<file path="config.mk">
export PLATFORM = sky130hd
export DESIGN_NAME = sensor_config_stats_regs
export DESIGN_NICKNAME = d
export VERILOG_FILES = /design/src/common/sensor_config_stats_pkg.sv /design/src/sensor_config_stats_regs.sv
export VERILOG_INCLUDE_DIRS = /design/src /design/src/common
export SDC_FILE = /design/constraint.sdc
export NUM_CORES = 1
export LEC_CHECK = 0
export BUFFER_PORTS_ARGS = -buffer_cell sky130_fd_sc_hd__buf_2
export CAP_MARGIN = 20
export CORE_UTILIZATION = 49
export CTS_BUF_LIST = sky130_fd_sc_hd__clkbuf_8
export CTS_CLUSTER_SIZE = 14
export DETAILED_ROUTE_END_ITERATION = 12
export PLACE_DENSITY = 0.7
export SLEW_MARGIN = 10
export SYNTH_ARGS = -nofsm -noshare
export SYNTH_HDL_FRONTEND = slang
export SYNTH_SLANG_ARGS = --single-unit
</file>
<file path="constraint.sdc">
create_clock -name REF_CLK -period 2.9 [get_ports REF_CLK]
set_input_delay 0.145 -clock REF_CLK [delete_from_list [all_inputs] [get_ports REF_CLK]]
set_output_delay 0.145 -clock REF_CLK [all_outputs]
set_load 0.005 [all_outputs]
</file>
<file path="src/common/sensor_config_stats_consts.svh">
`ifndef SENSOR_CONFIG_STATS_CONSTS_SVH
`define SENSOR_CONFIG_STATS_CONSTS_SVH

`define ADDR_PIXEL_TOTAL 8'h06
`define ADDR_PEAK_PIXEL 8'h07
`define ADDR_RSVD_A 8'h08
`define ADDR_RSVD_B 8'h09
`define ADDR_SENSOR_SETUP 8'h0A
`define ADDR_ADVANCED_SETUP 8'h0B
`define ADDR_RESULT_LOW 8'h0C
`define ADDR_RESULT_HIGH 8'h0D

`define SETUP_RESET 8'h09
`define SETUP_WR_MASK 8'h7F
`define SETUP_GATING_BIT 6
`define SETUP_TEST_BIT 5
`define SETUP_CPI_BIT 4
`define ADV_BUSY_BIT 7
`define ADV_PULLUP_BIT 2
`define ADV_EXPOSURE_BIT 1
`define ADV_PACE_BIT 0
`define ADV_RESET 3'h0

`define PIXEL_TOTAL_CEIL 8'hDD
`define CLK_FREQ_KHZ 125000
`define SELFTEST_TIME_MS 200
`define SELFTEST_CYCLES (`SELFTEST_TIME_MS * `CLK_FREQ_KHZ)
`define SELFTEST_CNT_W 25

`endif

</file>
<file path="src/common/sensor_config_stats_pkg.sv">
package sensor_config_stats_pkg;

  typedef enum logic {
    TEST_IDLE,
    TEST_RUN
  } test_state_e;

  typedef struct packed {
    logic [7:0] total;
    logic [5:0] peak;
  } frame_stats_s;

  typedef struct packed {
    logic port_pullup_off;
    logic exposure_auto_off;
    logic constant_frame_pace;
  } advanced_bits_s;

endpackage : sensor_config_stats_pkg

</file>
<file path="src/sensor_config_stats_regs.sv">
`timescale 1ns/100ps
`default_nettype none
`include "sensor_config_stats_consts.svh"

module sensor_config_stats_regs #(
  parameter int unsigned SELFTEST_CYCLES = `SELFTEST_CYCLES
) (
  input wire logic REF_CLK,
  input wire logic SYS_RST,
  input wire logic [7:0] REG_ADDR,
  input wire logic REG_WR,
  input wire logic [7:0] REG_WDATA,
  input wire logic REG_RD,
  output logic [7:0] REG_RDATA,
  input wire logic PIX_VALID,
  input wire logic [5:0] PIX_VALUE,
  input wire logic FRAME_DONE,
  input wire logic ILLUM_NEEDED,
  input wire logic [15:0] TEST_CRC,
  input wire logic BOUNDS_BUSY,
  output logic LED_ON,
  output logic SELFTEST_RUN,
  output logic COUNTS_PER_INCH_SELECT,
  output logic MOTION_CPI_BIT,
  output logic PORT_PULLUP_OFF,
  output logic EXPOSURE_AUTO_OFF,
  output logic CONSTANT_FRAME_PACE
);

  // ------------------------------------------------------------
  // Address decoding.
  // ------------------------------------------------------------

  function automatic logic hit(
    input logic [7:0] addr,
    input logic [7:0] target
  );
    hit = (addr == target);
  endfunction : hit

  logic [7:0] sensor_setup;
  sensor_config_stats_pkg::advanced_bits_s adv;
  sensor_config_stats_pkg::frame_stats_s stats;
  sensor_config_stats_pkg::test_state_e test_state;
  logic [15:0] test_result;
  logic [15:0] pix_acc;
  logic [5:0] pix_peak;
  logic [`SELFTEST_CNT_W-1:0] test_count;
  logic led;
  logic [7:0] rdata;

  wire logic testing = (test_state == sensor_config_stats_pkg::TEST_RUN);
  wire logic wr_setup = REG_WR && !testing &&
                        hit(REG_ADDR, `ADDR_SENSOR_SETUP);
  wire logic wr_adv = REG_WR && !testing &&
                      hit(REG_ADDR, `ADDR_ADVANCED_SETUP);
  wire logic start_test = wr_setup && REG_WDATA[`SETUP_TEST_BIT];
  wire logic test_last = testing &&
    (test_count == `SELFTEST_CNT_W'(SELFTEST_CYCLES - 1));

  // ------------------------------------------------------------
  // Frame statistics.
  // ------------------------------------------------------------

  wire logic [5:0] pix_in = PIX_VALID ? PIX_VALUE : 6'h00;
  wire logic [15:0] next_acc = pix_acc + {10'h000, pix_in};
  wire logic [5:0] next_peak = (pix_in > pix_peak) ? pix_in : pix_peak;
  wire logic [7:0] acc_high = next_acc[15:8];
  wire logic [7:0] next_total = (acc_high > `PIXEL_TOTAL_CEIL) ?
                                `PIXEL_TOTAL_CEIL : acc_high;

  always_ff @(posedge REF_CLK) begin
    if (SYS_RST || FRAME_DONE) begin
      pix_acc <= 16'h0000;
      pix_peak <= 6'h00;
    end else begin
      pix_acc <= next_acc;
      pix_peak <= next_peak;
    end
  end

  always_ff @(posedge REF_CLK) begin
    if (SYS_RST) begin
      stats <= '0;
    end else if (FRAME_DONE) begin
      stats.total <= next_total;
      stats.peak <= next_peak;
    end
  end

  // ------------------------------------------------------------
  // Configuration registers.
  // ------------------------------------------------------------

  wire logic [7:0] next_setup = REG_WDATA & `SETUP_WR_MASK;

  always_ff @(posedge REF_CLK) begin
    if (SYS_RST || test_last) begin
      sensor_setup <= `SETUP_RESET;
    end else if (wr_setup) begin
      sensor_setup <= next_setup;
    end
  end

  wire sensor_config_stats_pkg::advanced_bits_s next_adv = '{
    port_pullup_off: REG_WDATA[`ADV_PULLUP_BIT],
    exposure_auto_off: REG_WDATA[`ADV_EXPOSURE_BIT],
    constant_frame_pace: REG_WDATA[`ADV_PACE_BIT]
  };

  always_ff @(posedge REF_CLK) begin
    if (SYS_RST || test_last) begin
      adv <= `ADV_RESET;
    end else if (wr_adv) begin
      adv <= next_adv;
    end
  end

  // ------------------------------------------------------------
  // Self-test sequencing.
  // ------------------------------------------------------------

  always_ff @(posedge REF_CLK) begin
    if (SYS_RST) begin
      test_state <= sensor_config_stats_pkg::TEST_IDLE;
      test_count <= '0;
    end else begin
      case (test_state)
        sensor_config_stats_pkg::TEST_IDLE: begin
          test_count <= '0;
          if (start_test) begin
            test_state <= sensor_config_stats_pkg::TEST_RUN;
          end
        end
        sensor_config_stats_pkg::TEST_RUN: begin
          test_count <= test_count + 1'b1;
          if (test_last) begin
            test_state <= sensor_config_stats_pkg::TEST_IDLE;
          end
        end
        default: begin
          test_state <= sensor_config_stats_pkg::TEST_IDLE;
        end
      endcase
    end
  end

  always_ff @(posedge REF_CLK) begin
    if (SYS_RST) begin
      test_result <= 16'h0000;
    end else if (test_last) begin
      test_result <= TEST_CRC;
    end
  end

  // ------------------------------------------------------------
  // Light source drive.
  // ------------------------------------------------------------

  wire logic gating = sensor_setup[`SETUP_GATING_BIT];
  wire logic next_led = gating ? ILLUM_NEEDED : 1'b1;

  always_ff @(posedge REF_CLK) begin
    if (SYS_RST) begin
      led <= 1'b1;
    end else begin
      led <= next_led;
    end
  end

  // ------------------------------------------------------------
  // Read path.
  // ------------------------------------------------------------

  wire logic [7:0] adv_view = {BOUNDS_BUSY, 4'h0,
                               adv.port_pullup_off,
                               adv.exposure_auto_off,
                               adv.constant_frame_pace};
  wire logic [7:0] setup_view = {sensor_setup[7:6], testing,
                                 sensor_setup[4:0]};
  logic [7:0] next_rdata;

  always_comb begin
    if (hit(REG_ADDR, `ADDR_PIXEL_TOTAL)) begin
      next_rdata = stats.total;
    end else if (hit(REG_ADDR, `ADDR_PEAK_PIXEL)) begin
      next_rdata = {2'h0, stats.peak};
    end else if (hit(REG_ADDR, `ADDR_SENSOR_SETUP)) begin
      next_rdata = setup_view;
    end else if (hit(REG_ADDR, `ADDR_ADVANCED_SETUP)) begin
      next_rdata = adv_view;
    end else if (hit(REG_ADDR, `ADDR_RESULT_LOW)) begin
      next_rdata = test_result[7:0];
    end else if (hit(REG_ADDR, `ADDR_RESULT_HIGH)) begin
      next_rdata = test_result[15:8];
    end else begin
      next_rdata = 8'h00;
    end
  end

  always_ff @(posedge REF_CLK) begin
    if (SYS_RST) begin
      rdata <= 8'h00;
    end else if (REG_RD) begin
      rdata <= next_rdata;
    end
  end

  // ------------------------------------------------------------
  // Outputs.
  // ------------------------------------------------------------

  assign REG_RDATA = rdata;
  assign LED_ON = led;
  assign SELFTEST_RUN = testing;
  assign COUNTS_PER_INCH_SELECT = sensor_setup[`SETUP_CPI_BIT];
  assign MOTION_CPI_BIT = sensor_setup[`SETUP_CPI_BIT];
  assign PORT_PULLUP_OFF = adv.port_pullup_off;
  assign EXPOSURE_AUTO_OFF = adv.exposure_auto_off;
  assign CONSTANT_FRAME_PACE = adv.constant_frame_pace;

endmodule : sensor_config_stats_regs

`default_nettype wire

</file>
* After elaboration in Yosys (flattened, before gate mapping)
Cells that the tools add are included.
** Word-level totals
- Flip-flop bits (word level) :: 97
- Latch bits :: 0
- Bits in writable memories :: 0
- Memory bits (read-only) :: 0
- Bits of input ports :: 46
- Word-level logic and storage cells :: 48
- Memories :: 0
** Operators by class
- $add $sub $neg :: 2
- Multiply operators :: 0
- Divide/modulo/power cells :: 0
- Order comparisons :: 2
- Eq/ne operators :: 7
- Shift operators :: 0
- Mux-type cells :: 13
- Bitwise operators :: 2
- Reduce and logical (&&, ||, !) cells :: 9
** Operator list (number)
- $mux 8 :: 7
- $pmux 25 s2 :: 1
- $eq 8x4->1 const B :: 4
- $add 25x1->25 const B :: 1
- $eq 25x25->1 const B :: 1
- $add 16x6->16 :: 1
- $eq 8x3->1 const B :: 2
- $mux 6 :: 2
- $gt 8x8->1 const B :: 1
- $gt 6x6->1 :: 1
- $logic_and 1x1->1 :: 5
- $logic_or 1x1->1 :: 2
- $mux 1 :: 2
- $not 1->1 :: 2
- $pmux 1 s2 :: 1
- $reduce_or 2->1 :: 1
- $logic_not 1->1 :: 1

* Depth between registers and ports, before layout
- Word-level depth :: 7
- Mapped depth :: 11
- Gate-level depth less buffers :: 10

* Worst setup path after synthesis
OpenSTA, ideal clock, no wires.
- Kind :: input port to flip-flop
- Start :: in PIX_VALID
- End :: reg stats[6] (netlist bit)
- Data arrival time :: 2.240 ns
- Data required time :: 2.841 ns
- Path slack :: 0.601 ns
- Stages on the path :: 10
- Cell sequence :: buf_4 > and2_2 > ha_1 > buf_2 > a21oi_1 > and2b_1 > o21ai_0 > xor2_1 > o41ai_1 > a31o_1
** On the way
- Longest elaborated chain between the ends :: 4
** Ends and longest elaborated chain
- start, declared :: line sensor_config_stats_regs.sv:15 : input wire logic PIX_VALID,
- $mux 6 * :: line sensor_config_stats_regs.sv:65 : wire logic [5:0] pix_in = PIX_VALID ? PIX_VALUE : 6'h00;
- $add 16x6->16 * :: line sensor_config_stats_regs.sv:66 : wire logic [15:0] next_acc = pix_acc + {10'h000, pix_in};
- $gt 8x8->1 (no line)
- $mux 8 * :: line sensor_config_stats_regs.sv:69 : wire logic [7:0] next_total = (acc_high > `PIXEL_TOTAL_CEIL) ?
- end, declared :: line sensor_config_stats_regs.sv:43 : sensor_config_stats_pkg::frame_stats_s stats;
Mark *: on every way between the ends. The rest lies on a longest branch, timed or not.
A chain may end at the register's enable or synchronous reset.

* Worst setup path after layout
- Start :: reg pix_acc[1]
- End :: reg stats[6] (netlist bit)
** On the way
- Longest elaborated chain between the ends :: 3
** Ends and longest elaborated chain
- start, declared :: line sensor_config_stats_regs.sv:46 : logic [15:0] pix_acc;
- start signal, assigned :: line sensor_config_stats_regs.sv:77 : pix_acc <= next_acc;
- $add 16x6->16 * :: line sensor_config_stats_regs.sv:66
- $gt 8x8->1 (no line)
- $mux 8 * :: line sensor_config_stats_regs.sv:69
Marks and branches as above.

==> flow_summary.json <==
{
  "drt_iter0_drc": 190,
  "synthAdderAreaFrac_pct": 3.32,
  "die_w_um": 96.9,
  "synth_top_family_by_area": "simple AND/OR/NAND/NOR gates",
  "finClkSkew_ns": 0.00987,
  "cts_max_level": 3,
  "post_drt_wl_per_cell_um": 14.7,
  "synth_compound_area_share_pct": 14.8,
  "routabilityCongestion": 0.807,
  "initial_core_util_pct": 50.6,
  "dpl.cell_count": 655,
  "p_switching_uw": 594,
  "synthFlopType": "dfxtp_1",
  "wirelength_um": 9880,
  "finalSetupViolCount": 0,
  "synthMuxAreaShare_pct": 4.85,
  "grtUsageTotal_pct": 21.8,
  "grt_pass1_vias": 3538,
  "synth_edf_count": 0,
  "seq_area_frac_synth_pct": 43.5,
  "fp-row-count": 34,
  "drive_gt1_share_pct": 16.5,
  "min_path_type": "input port to flip-flop",
  "insertion_delay_ns": 0.37,
  "postCtsSetupBuffers": 0,
  "path_class": "flip-flop to flip-flop",
  "min_period_over_period_pct": 85.4,
  "synth_cell_type_count": 63,
  "slowest_delay_ns": 0.49,
  "diodes": 0,
  "drc": 0,
  "worst_path_most_repeated_cell": "a21oi_1",
  "fmax_mhz": 404,
  "path_cells": "xnor2_1 > ha_1 > a21oi_1 > a21o_2 > a21oi_1 > o21ai_0 > xor2_1 > o41ai_1 > a31o_1",
  "ys_seq_elements": 96,
  "arrival_ns": 2.79,
  "finalWorstSetupSlack_ns": 0.425,
  "nNetsFinal": 615,
  "die_h_um": 96.9,
  "syn_area_per_cell_um2": 8.66,
  "startpoint_type": "flip-flop",
  "antenna_found_initial": 0,
  "cts_root_buf": "clkbuf_8",
  "pre_cts_ws_ns": 0.284,
  "endpoint_kind": "flip-flop",
  "vias": 3739,
  "worstPathMaxFanout": 5,
  "worstPathRequired_ns": 3.22,
  "clockBufferDepth": 2,
  "critPathBufInv": 0,
  "fillerInstances": 802,
  "rsz0062_at_grt": "false",
  "synth_xor_area_share_pct": 7.14,
  "grt_overflow": 0,
  "yosysWarnings": 0,
  "slew_headroom_pct": 47.7,
  "ys_async_sr_fraction_pct": 0,
  "instances_no_fill": 672,
  "outcome": "finished, final reports clean",
  "grt_max_degree": 40,
  "syn_area_um2": 4420,
  "boundaryPins": 61,
  "core_um2": 8720,
  "first_pass_iters": 5,
  "path_delay_family": "compound AO/OA/AOI/OAI gates",
  "p_int_uw": 1840,
  "ant_nets": 0,
  "tritoncts": "built",
  "power_frac_comb_pct": 7.3,
  "grt_pass1_wl_um": 16700,
  "ir_worst_vdd_mv": 0.252,
  "portBuffers": 59,
  "hold_violations": 0,
  "period_minus_slack_ns": 2.48,
  "clkPwrFrac_pct": 37.2,
  "via_per_inst": 5.56,
  "cts_buffers": 9,
  "power_density_nw_per_um2": 489,
  "synth_cells": 510,
  "post-dp-hpwl_um": 7020,
  "cap_violations": 0,
  "leakagePower_uw": 0.00193,
  "reg2reg_slack_ns": 0.42,
  "die_area_um2": 9390,
  "pwr-share-seq_pct": 55.5,
  "slowest_stage": "o41ai_1",
  "syn_to_final_growth_pct": 12.7,
  "clk_pin_slew_worst_paths_ns": 0.10,
  "synth-simple-area-share_pct": 22.6,
  "p_sw_share_pct": 24.4,
  "synth_fp_nets": 566,
  "slew_viol_final": 0,
  "clkSinkCount": 96,
  "fin_setup_tns_ns": 0,
  "tightest_slew_ns": 0.783
}
[cell usage after synthesis (5+ instances only)]
master    count  area share (%)
dfxtp_1      96              44
nor2_1       75             6.4
nand2_1      49             4.2
a21oi_1      32             3.6
nand3_1      30             3.4
xor2_1       22             4.4
clkbuf_1     19             1.6
mux2i_1      18             4.1
inv_1        14             1.2
xnor2_1      14             2.8
and3_1       10             1.4
ha_1         10             2.8
nand4_1      10             1.4
o21ai_0      10             1.1
a211oi_1      9             1.5
a222oi_1      5             1.1
and2_1        5            0.71
nor3_1        5            0.57
[cells by family after synthesis]
family / Yosys count
and+or+nand+nor: 210
DFF: 96
AOI/OAI and AO/OA: 95
buffers and inverters: 40
xor gates and xnor gates: 36
muxes: 21
adders and majority gates: 12
[what timing repair did]
action	CTS	global route
gates resized for setup	0	0
hold buffers	1	0
hold endpoints to repair	1	0
[final cells by class]
class | instances | area (um^2) | area share [%]
Clock buffer | 10 | 138 | 2.77
Clock inverter | 6 | 66.3 | 1.33
Timing Repair Buffer | 63 | 328 | 6.59
Inverter | 15 | 56.3 | 1.13
Tap cell | 108 | 135 | 2.72
Multi-Input combinational cell | 374 | 2330 | 46.8
Sequential cell | 96 | 1920 | 38.6
[power by group through the flow]
stage | logic [uW] | registers [uW] | clock network (uW)
after CTS | 178 | 1350 | 929
final | 178 | 1350 | 905
after floorplan | 119 | 1380 | 0
after global routing | 198 | 1350 | 991
after global placement | 171 | 1380 | 0
after detailed placement | 176 | 1380 | 0
[path summary, 6_finish.rpt]
kind                   start         endpoint  cells past startpoint
max reg2reg       pix_acc[1]         stats[6]                      9
min             REG_WDATA[6]  sensor_setup[6]                      3
min reg2reg  sensor_setup[6]           LED_ON                      1
max               pix_acc[1]         stats[6]                      9
[per-stage QoR]
step	instance area [um^2]	hold WS, ns	util (%)	total power (uW)
final	4970	0.0156	57.0	2430
after floorplan	4420	0.238	-	1490
after CTS	4970	0.000843	57.0	2460
after detailed placement	4760	0.331	54.6	1560
after global routing	4970	0.0129	57.0	2540
after global placement	4760	0.331	54.6	1550
[layer usage]
layer	GRT usage, %	wire, um	share of wire, %
met1	28.8	4780	48
met2	35.2	4550	46
met3	5.27	415	4.2
met4	6.43	132	1.3
met5	0	0	0
[sequential cells by signal, indices dropped and copies added, names as in the netlist]
register,count
CONSTANT_FRAME_PACE,1
EXPOSURE_AUTO_OFF,1
LED_ON,1
PORT_PULLUP_OFF,1
REG_RDATA,8
SELFTEST_RUN,1
pix_acc,16
pix_peak,6
sensor_setup,6
stats,14
test_count,25
test_result,16
[cell usage in the layout (no fill, tap or decap), types with 3 or more instances in the layout]
cell / instances
a211oi_1: 9
a21oi_1: 32
a221oi_1: 4
a222oi_1: 5
a311oi_1: 4
a31oi_1: 3
and2_1: 5
and2_2: 4
and3_1: 10
and4b_1: 3
buf_2: 59
buf_4: 3
clkbuf_8: 10
dfxtp_1: 96
ha_1: 10
inv_1: 14
mux2_2: 3
mux2i_1: 18
nand2_1: 49
nand3_1: 30
nand4_1: 10
nor2_1: 75
nor2b_1: 4
nor3_1: 5
o211ai_1: 4
o21ai_0: 10
or3_1: 4
xnor2_1: 14
xor2_1: 22
[tightest hold or removal path, delay by kind of cell]
| family | cells | cell delay (ns) |
|---|---|---|
| AND/OR/NAND/NOR | 1 | 0.08 |
| buffers and inverters | 1 | 0.07 |
| multiplexers | 1 | 0.05 |
Note: power is estimated with default switching activity, not from simulation.
